--- config.mk ---
export PLATFORM = sky130hd
export DESIGN_NAME = psl_link
export DESIGN_NICKNAME = d
export VERILOG_FILES = /design/src/rtl/psl_pkg.sv /design/src/rtl/psl_link.sv
export SDC_FILE = /design/constraint.sdc
export NUM_CORES = 1
export LEC_CHECK = 0
export BUFFER_PORTS_ARGS = -buffer_cell sky130_fd_sc_hd__buf_2
export CORE_MARGIN = 8
export CORE_UTILIZATION = 30
export CTS_BUF_LIST = sky130_fd_sc_hd__clkbuf_8
export DETAILED_ROUTE_END_ITERATION = 8
export GPL_TIMING_DRIVEN = 0
export HOLD_SLACK_MARGIN = 0.12
export PLACE_DENSITY = 0.47
export SYNTH_ARGS = -nofsm -noshare
export SYNTH_HDL_FRONTEND = slang
export SYNTH_SLANG_ARGS = --single-unit
--- constraint.sdc ---
create_clock -name i_clk_sys -period 3.7 [get_ports i_clk_sys]
set_input_delay 0.185 -clock i_clk_sys [delete_from_list [all_inputs] [get_ports i_clk_sys]]
set_output_delay 0.185 -clock i_clk_sys [all_outputs]
set_load 0.005 [all_outputs]
--- src/rtl/psl_pkg.sv ---
package psl_pkg;

  // colour fields hold their lsb at the lowest bit: red[0] is word bit 0
  typedef struct packed {
    logic pixel_valid;
    logic frame_sync;
    logic line_sync;
    logic [5:0] blue;
    logic [5:0] green;
    logic [5:0] red;
  } psl_pixel_s;

  typedef logic [2:0][6:0] psl_lanes_t;

  localparam int PIX_W = 21;
  localparam int NUM_PAIRS = 3;
  localparam int SLOTS = 7;
  localparam int CLK_HZ = 40_000_000;
  localparam int LOCK_TIME_MS = 10;
  localparam int LOCK_CYC = (LOCK_TIME_MS * (CLK_HZ / 1000));
  localparam int FIFO_DEPTH = 16;
  localparam logic [1:0] BIT_LAST = 2'h3;
  localparam logic [2:0] SLOT_LAST = 3'h6;
  localparam logic [2:0] FWD_HIGH_SLOTS = 3'h4;
  localparam logic [1:0] RX_SAMPLE_PHASE = 2'h1;
  localparam logic [4:0] RX_LOAD_AT = 5'h1a;
  localparam logic [4:0] RX_FALL_AT = 5'h0c;
  localparam logic [4:0] RX_CNT_MAX = 5'h1f;

endpackage

--- src/rtl/psl_link.sv ---
`timescale 1ns/10ps

module psl_fifo #(
  parameter int W = 21,
  parameter int DEPTH = 16
) (
  input wire logic i_clk_sys,
  input wire logic i_arst_n,
  input wire logic i_in_valid,
  output logic o_in_ready,
  input wire logic [W-1:0] i_in_data,
  output logic o_out_valid,
  input wire logic i_out_ready,
  output logic [W-1:0] o_out_data
);
  localparam int AW = $clog2(DEPTH);
  localparam int CW = $clog2(DEPTH + 1);

  typedef struct packed {
    logic [DEPTH-1:0][W-1:0] mem;
    logic [AW-1:0] wp;
    logic [AW-1:0] rp;
    logic [CW-1:0] cnt;
  } psl_fifo_state_s;

  psl_fifo_state_s st;
  psl_fifo_state_s next_st;
  logic push;
  logic pop;

  assign o_in_ready = (st.cnt != CW'(DEPTH));
  assign o_out_valid = (st.cnt != '0);
  assign o_out_data = st.mem[st.rp];
  assign push = i_in_valid && o_in_ready;
  assign pop = o_out_valid && i_out_ready;

  always_comb begin
    next_st = st;
    if (push) begin
      next_st.mem[st.wp] = i_in_data;
      next_st.wp = AW'(st.wp + 1'b1);
    end
    next_st.rp = pop ? AW'(st.rp + 1'b1) : st.rp;
    next_st.cnt = CW'(st.cnt + CW'(push) - CW'(pop));
  end

  always_ff @(posedge i_clk_sys or negedge i_arst_n) begin
    if (!i_arst_n) begin
      st <= '0;
    end else begin
      st <= next_st;
    end
  end
endmodule

////////////////////////////////////////////////////////////////////////////////

module psl_link #(
  parameter int LOCK_CYC = psl_pkg::LOCK_CYC
) (
  input wire logic i_clk_sys,
  input wire logic i_arst_n,
  input wire logic i_shift_clock_in,
  input wire psl_pkg::psl_pixel_s i_parallel_pixel_in,
  input wire logic i_tx_sleep_select_n,
  output logic o_pixel_ready,
  output logic [2:0] o_serial_data_out_pair_p,
  output logic [2:0] o_serial_data_out_pair_n,
  output logic o_forwarded_clock_out_pair_p,
  output logic o_forwarded_clock_out_pair_n,
  output logic o_tx_oe,
  input wire logic [2:0] i_serial_data_in_pair_p,
  input wire logic [2:0] i_serial_data_in_pair_n,
  input wire logic i_forwarded_clock_in_pair_p,
  input wire logic i_forwarded_clock_in_pair_n,
  input wire logic i_rx_sleep_select_n,
  output psl_pkg::psl_pixel_s o_parallel_pixel_out,
  output logic o_shift_clock_out,
  output logic o_rx_oe
);
  typedef struct packed {
    logic [2:0] tck;
    logic tlvl;
    logic [2:0] twk;
    logic tawake;
    psl_pkg::psl_pixel_s [2:0] tdat;
    logic [31:0] tlock_cnt;
    logic tlocked;
    logic tready;
    logic [2:0] tslot;
    logic [1:0] tbit;
    psl_pkg::psl_pixel_s tsh;
    logic [2:0] tser;
    logic [2:0] tser_n;
    logic tfwd;
    logic tfwd_n;
    logic toe;
    logic [2:0] rck;
    logic rlvl;
    logic [2:0] rwk;
    logic rawake;
    logic [2:0][2:0] rdat;
    logic [4:0] rcnt;
    logic [31:0] rlock_cnt;
    logic rlocked;
    psl_pkg::psl_lanes_t rsh;
    psl_pkg::psl_pixel_s rpix;
    logic rsclk;
    logic roe;
  } psl_link_state_s;

  psl_link_state_s st;
  psl_link_state_s next_st;
  logic tx_fall;
  logic tx_push;
  logic tx_pop;
  logic tx_frame;
  logic fifo_in_ready;
  logic fifo_out_valid;
  psl_pkg::psl_pixel_s fifo_out_data;
  logic rx_rise;
  logic rx_load;

  function automatic logic [2:0] lane_pick(psl_pkg::psl_pixel_s w, logic [2:0] slot);
    psl_pkg::psl_lanes_t l;
    logic [2:0] r;
    l = psl_pkg::psl_lanes_t'(w);
    for (int k = 0; k < psl_pkg::NUM_PAIRS; k++) begin
      r[k] = l[k][slot];
    end
    return r;
  endfunction

  ////////////////////////////////////////////////////////////////////////////////
  // transmit side
  assign tx_fall = st.tlvl && !st.tck[1] && !st.tck[2];
  assign tx_push = tx_fall && st.tlocked;
  assign tx_frame = (st.tbit == psl_pkg::BIT_LAST) && (st.tslot == psl_pkg::SLOT_LAST);
  assign tx_pop = tx_frame && st.tawake && st.tlocked;

  psl_fifo #(
    .W(psl_pkg::PIX_W),
    .DEPTH(psl_pkg::FIFO_DEPTH)
  ) u_fifo (
    .i_clk_sys(i_clk_sys),
    .i_arst_n(i_arst_n),
    .i_in_valid(tx_push),
    .o_in_ready(fifo_in_ready),
    .i_in_data(st.tdat[2]),
    .o_out_valid(fifo_out_valid),
    .i_out_ready(tx_pop),
    .o_out_data(fifo_out_data)
  );

  ////////////////////////////////////////////////////////////////////////////////
  // receive side, and the next-state logic of both sides
  assign rx_rise = !st.rlvl && st.rck[1] && st.rck[2];
  assign rx_load = st.rawake && (st.rcnt == psl_pkg::RX_LOAD_AT);
  always_comb begin
    next_st = st;
    // transmit: pin synchronisers
    next_st.tck = {st.tck[1:0], i_shift_clock_in};
    next_st.twk = {st.twk[1:0], i_tx_sleep_select_n};
    next_st.tdat = {st.tdat[1:0], i_parallel_pixel_in};
    next_st.tlvl = (st.tck[1] == st.tck[2]) ? st.tck[2] : st.tlvl;
    next_st.tawake = (st.twk[1] == st.twk[2]) ? st.twk[2] : st.tawake;
    next_st.tready = fifo_in_ready && st.tlocked;
    // transmit lock
    if (!st.tawake) begin
      next_st.tlock_cnt = '0;
      next_st.tlocked = 1'b0;
    end else if (st.tlock_cnt < 32'(LOCK_CYC)) begin
      next_st.tlock_cnt = st.tlock_cnt + 32'h1;
    end else begin
      next_st.tlocked = 1'b1;
    end
    // transmit serializer
    if (!st.tawake) begin
      next_st.tslot = psl_pkg::SLOT_LAST;
      next_st.tbit = psl_pkg::BIT_LAST;
      next_st.tser = '0;
      next_st.tser_n = '0;
      next_st.tfwd = 1'b0;
      next_st.tfwd_n = 1'b0;
      next_st.toe = 1'b0;
    end else begin
      next_st.toe = 1'b1;
      next_st.tbit = 2'(st.tbit + 2'h1);
      if (st.tbit == psl_pkg::BIT_LAST) begin
        next_st.tslot = tx_frame ? 3'h0 : 3'(st.tslot + 3'h1);
      end
      next_st.tsh = tx_frame ? ((st.tlocked && fifo_out_valid) ? fifo_out_data : '0) : st.tsh;
      next_st.tser = lane_pick(next_st.tsh, next_st.tslot);
      next_st.tser_n = ~next_st.tser;
      next_st.tfwd = (next_st.tslot < psl_pkg::FWD_HIGH_SLOTS);
      next_st.tfwd_n = !next_st.tfwd;
    end
    // receive: pin synchronisers
    next_st.rck = {st.rck[1:0], i_forwarded_clock_in_pair_p && !i_forwarded_clock_in_pair_n};
    next_st.rwk = {st.rwk[1:0], i_rx_sleep_select_n};
    next_st.rdat = {st.rdat[1:0], i_serial_data_in_pair_p & ~i_serial_data_in_pair_n};
    next_st.rlvl = (st.rck[1] == st.rck[2]) ? st.rck[2] : st.rlvl;
    next_st.rawake = (st.rwk[1] == st.rwk[2]) ? st.rwk[2] : st.rawake;
    if (!st.rawake) begin
      next_st.rlock_cnt = '0;
      next_st.rlocked = 1'b0;
    end else if (st.rlock_cnt < 32'(LOCK_CYC)) begin
      next_st.rlock_cnt = st.rlock_cnt + 32'h1;
    end else begin
      next_st.rlocked = 1'b1;
    end
    // receive: bit slots counted from each forwarded clock rise
    if (rx_rise) begin
      next_st.rcnt = '0;
    end else if (st.rcnt != psl_pkg::RX_CNT_MAX) begin
      next_st.rcnt = 5'(st.rcnt + 5'h1);
    end
    if ((st.rcnt[1:0] == psl_pkg::RX_SAMPLE_PHASE) && (st.rcnt[4:2] <= psl_pkg::SLOT_LAST)) begin
      for (int k = 0; k < psl_pkg::NUM_PAIRS; k++) begin
        next_st.rsh[k][st.rcnt[4:2]] = st.rdat[2][k];
      end
    end
    if (!st.rawake || !st.rlocked) begin
      next_st.rpix = '0;
      next_st.rsclk = 1'b0;
    end else if (rx_load) begin
      next_st.rpix = psl_pkg::psl_pixel_s'(st.rsh);
      next_st.rsclk = 1'b1;
    end else if (st.rcnt == psl_pkg::RX_FALL_AT) begin
      next_st.rsclk = 1'b0;
    end
    next_st.roe = st.rawake;
  end

  always_ff @(posedge i_clk_sys or negedge i_arst_n) begin
    if (!i_arst_n) begin
      st <= '0;
      st.tslot <= psl_pkg::SLOT_LAST;
      st.tbit <= psl_pkg::BIT_LAST;
      st.rcnt <= psl_pkg::RX_CNT_MAX;
    end else begin
      st <= next_st;
    end
  end

  assign o_pixel_ready = st.tready;
  assign o_serial_data_out_pair_p = st.tser;
  assign o_serial_data_out_pair_n = st.tser_n;
  assign o_forwarded_clock_out_pair_p = st.tfwd;
  assign o_forwarded_clock_out_pair_n = st.tfwd_n;
  assign o_tx_oe = st.toe;
  assign o_parallel_pixel_out = st.rpix;
  assign o_shift_clock_out = st.rsclk;
  assign o_rx_oe = st.roe;
endmodule

==> qor.csv <==
stage;metric;value;unit
global_route;Overflow after GRT;0;
layout;Final Net Count;1984;
min_path;hold depth;3;
synthesis;top cell type's share of synthesized area;58.4;%
min_path;hold wc startpoint;i_serial_data_in_pair_p[1];
timing;Clock Skew;0.0385;ns
clocking;TritonCTS clock tree;done;
place;dpl cell area;0.0266;sq mm
power_and_ir_drop;Pwr Density;472;mW/mm^2
drt;vias after detailed routing;14700;
timing;final worst path period share;91.1;%
timing;Setup TNS Final;0;ns
synthesis;Synth Instances;1689;
synthesis;asr flop ratio synth;100;%
synthesis;Synth Flop Type;dfrtp_1;
floorplanning;DIE AREA;0.0922;sq mm
timing;Tmin final;3.37;ns
status;status;finished clean;
global_route;initial antenna violation count;1;
setup_path;crit-path max FO;9;
drt;DR iter-0 viols;683;
timing;setup slack after layout;0.331;ns
setup_path;Required @ worst endpoint;4.26;ns
timing;Pins Over Slew Limit;0;
floorplanning;Die X-Extent;304;um
floorplanning;FP Rows;105;
synthesis;Area contributors post-synth;dfrtp_1 58%, mux2_2 16%, mux4_2 8.8%;
clocking;Clock Latency Late Sink;0.70;ns
timing;RSZ-0062 raised after global routing;no;
synthesis;Synth Net Count;1745;
drt;total length of routed wires;62500;um
timing;maximum clock rate;0.297;GHz
min_path;min-delay worst type;primary input to flip-flop;
setup_path;critical path class;flip-flop to flip-flop;
layout;Syn-to-layout area delta;18.2;%
power_and_ir_drop;Static Leak;13.9;nW
clocking;cts bufs inserted;106;
global_route;first-pass GRT wire length;98400;um
clocking;clk slew on worst S/H paths;0.06;ns
setup_path;FF-to-FF setup slack;0.33;ns
setup_path;worst reg2reg path endpoint;u_fifo.st[4];
global_route;largest net degree at the start of global routing;119;
setup_path;Crit. End Element;flip-flop;
clocking;Bufs on Longest Clock Path;3;
layout;most common cell after layout, fill and taps aside;dfrtp_1;
setup_path;Crit Reg-Reg Startpoint;st[131];
synthesis;post-synth cell types;57;
setup_path;crit start category;flip-flop;
setup_path;Critical Path AT;3.93;ns
layout;Final Cell Area;0.0293;sq mm
layout;most frequent cells in the layout;579 x dfrtp_1, 360 x mux2_2, 134 x clkbuf_8;
power_and_ir_drop;total power draw;13.8;mW
flow_run;Max Cap Viol;0;
drt;Initial DRT Pass Iterations;4;
min_path;Worst Hold End;next_st[86];
timing;final hold violation count;0;
floorplanning;Starting Density;30.3;%
timing;Slew HR;21.7;%
place;pre-CTS WS;-0.371;ns
place;hpwl dp;39500;um
synthesis;syn_area_per_cell;14.7;sq um
floorplanning;core area;0.0820;sq mm
synthesis;number of synthesized flops with an enable pin;0;
synthesis;Yosys reg bits;588;
floorplanning;chip height;304;um
clocking;clk root buf;clkbuf_8;
layout;fraction of layout cells with a size suffix above 1;38.4;%
global_route;GRT Util Overall;13.6;%
synthesis;dominant cell type by area after synthesis;dfrtp_1;
drt;Avg WL per Cell;20.3;um
power_and_ir_drop;worst vdd ir;0.244;mV
floorplanning;io pins;67;
synthesis;register area share after synthesis;59.3;%
place;port bufs;66;
layout;Filler cells;7942;
drt;via/cell ratio;4.77;
layout;final core occ;35.8;%
drt;ANT nets after route;0;
global_route;vias in the first global route;15800;
setup_path;Reg2Reg Depth;17;
clocking;# clock sinks;588;
timing;endpoints failing setup;0;
clocking;H-tree Lvls;3;
timing;Slew @ Worst Pin;1.17;ns
synthesis;Ys Warns;0;
drt;Remaining DRCs;0;
synthesis;Synth Cell Area;0.0248;sq mm
place;Placer Congestion;0.738;
-- sequential cells by signal, summed over array words and instances (netlist names) --
name	cells
u_fifo.st	349
st	149
next_st	57
o_parallel_pixel_out	21
o_serial_data_out_pair_n	3
o_serial_data_out_pair_p	3
o_forwarded_clock_out_pair_n	1
o_forwarded_clock_out_pair_p	1
o_pixel_ready	1
o_rx_oe	1
o_shift_clock_out	1
o_tx_oe	1
-- worst max-delay path by stage --
| stage | endpoint | depth (start not counted) | start | slack [ns] |
|---|---|---|---|---|
| 2_1_floorplan | u_fifo.st[4] | 17 | st[129] | 0.47 |
| 3_3_place_gp | next_st[206] | 1 | i_arst_n | -9.95 |
| 3_5_place_dp | u_fifo.st[4] | 17 | st[129] | -0.37 |
| 4_1_cts | u_fifo.st[4] | 16 | st[129] | 0.03 |
| 5_1_grt | u_fifo.st[4] | 17 | st[131] | 0.02 |
| 6_report | u_fifo.st[4] | 17 | st[131] | 0.33 |
-- critical path, cell delays in order, from the launching register on --
cell and delay (ns):
dfrtp_1 0.38, clkbuf_1 0.18, inv_1 0.09, ha_1 0.26, nand3_2 0.21, nor3_2 0.36, nand2_1 0.25, clkinvlp_4 0.20
ha_1 0.24, inv_1 0.06, ha_1 0.15, inv_1 0.05, fa_1 0.40, inv_1 0.07, a21oi_1 0.06, nor2_1 0.09
nor2_1 0.06, xnor2_1 0.12
-- cells by family after synthesis --
group                    share of synthesized area, %
flip-flops                                       59.3
AO/OA/AOI/OAI                                    2.95
buffers and inverters                            3.17
AND/OR/NAND/NOR                                  6.07
XOR/XNOR                                         1.13
adder cells (fa/ha/maj)                          1.26
multiplexers                                     26.1
-- through the flow --
stage               std cells  hold slack, ns
floorplan                1689          -0.111
global placement         2825           0.296
detailed placement       2830           0.205
CTS                      3074           0.181
global route             3076           0.233
finish                   3076           0.266
-- layer usage --
metal,global-route usage [%],vias up,routed length (um),share of wire [%]
met5,0,-,0,0
met2,21.5,260,29000,46
met1,18.5,7777,29100,47
met3,2.89,119,2630,4.2
met4,4.32,0,1710,2.7
li1,-,6521,-,-
-- power by group --
part	internal (mW)	switching, mW	total, mW
clock	3.22	2.71	5.93
combinational	0.441	0.628	1.07
sequential	6.70	0.150	6.85
total	10.4	3.49	13.8
-- cells in the mapped netlist, types with 4 or more instances --
cell type / instances
dfrtp_1: 579
mux2_2: 360
mux4_2: 97
nand2_1: 90
clkbuf_1: 55
buf_2: 48
a21oi_1: 45
and2_1: 45
nor2_1: 45
buf_4: 31
ha_1: 21
nand3_1: 21
a22o_1: 20
inv_1: 20
mux2i_1: 18
o21ai_0: 18
xnor2_1: 17
xor2_1: 15
nor2b_1: 14
nor3_1: 14
nand2b_1: 11
and3_1: 10
nand4_1: 10
dfstp_2: 9
nor4_1: 9
or3_1: 9
a211oi_1: 6
a32oi_1: 4
nand3b_1: 4
-- repair_timing --
item / 4_1_cts / 5_1_grt
pin swaps: 0 / 0
gates cloned: 0 / 0
buffers inserted: 0 / 1
endpoints found under the hold margin: 303 / 0
gates resized for setup: 1 / 2
setup endpoints to repair: 4 / 1
hold buffers: 60 / 0
-- area by class of cell --
class                           instances  area (sq um)  share of cell area [%]
Antenna cell                            1          2.50                 0.00853
Tap cell                             1070          1340                    4.56
Inverter                               20          78.8                   0.269
Clock inverter                         51           223                   0.759
Sequential cell                       588         14700                    50.2
Timing Repair Buffer                  132          1100                    3.76
Clock buffer                          134          1840                    6.29
Multi-Input combinational cell        943          9310                    31.7
Buffer                                137           707                    2.41
(Power assumes the default switching activity.)
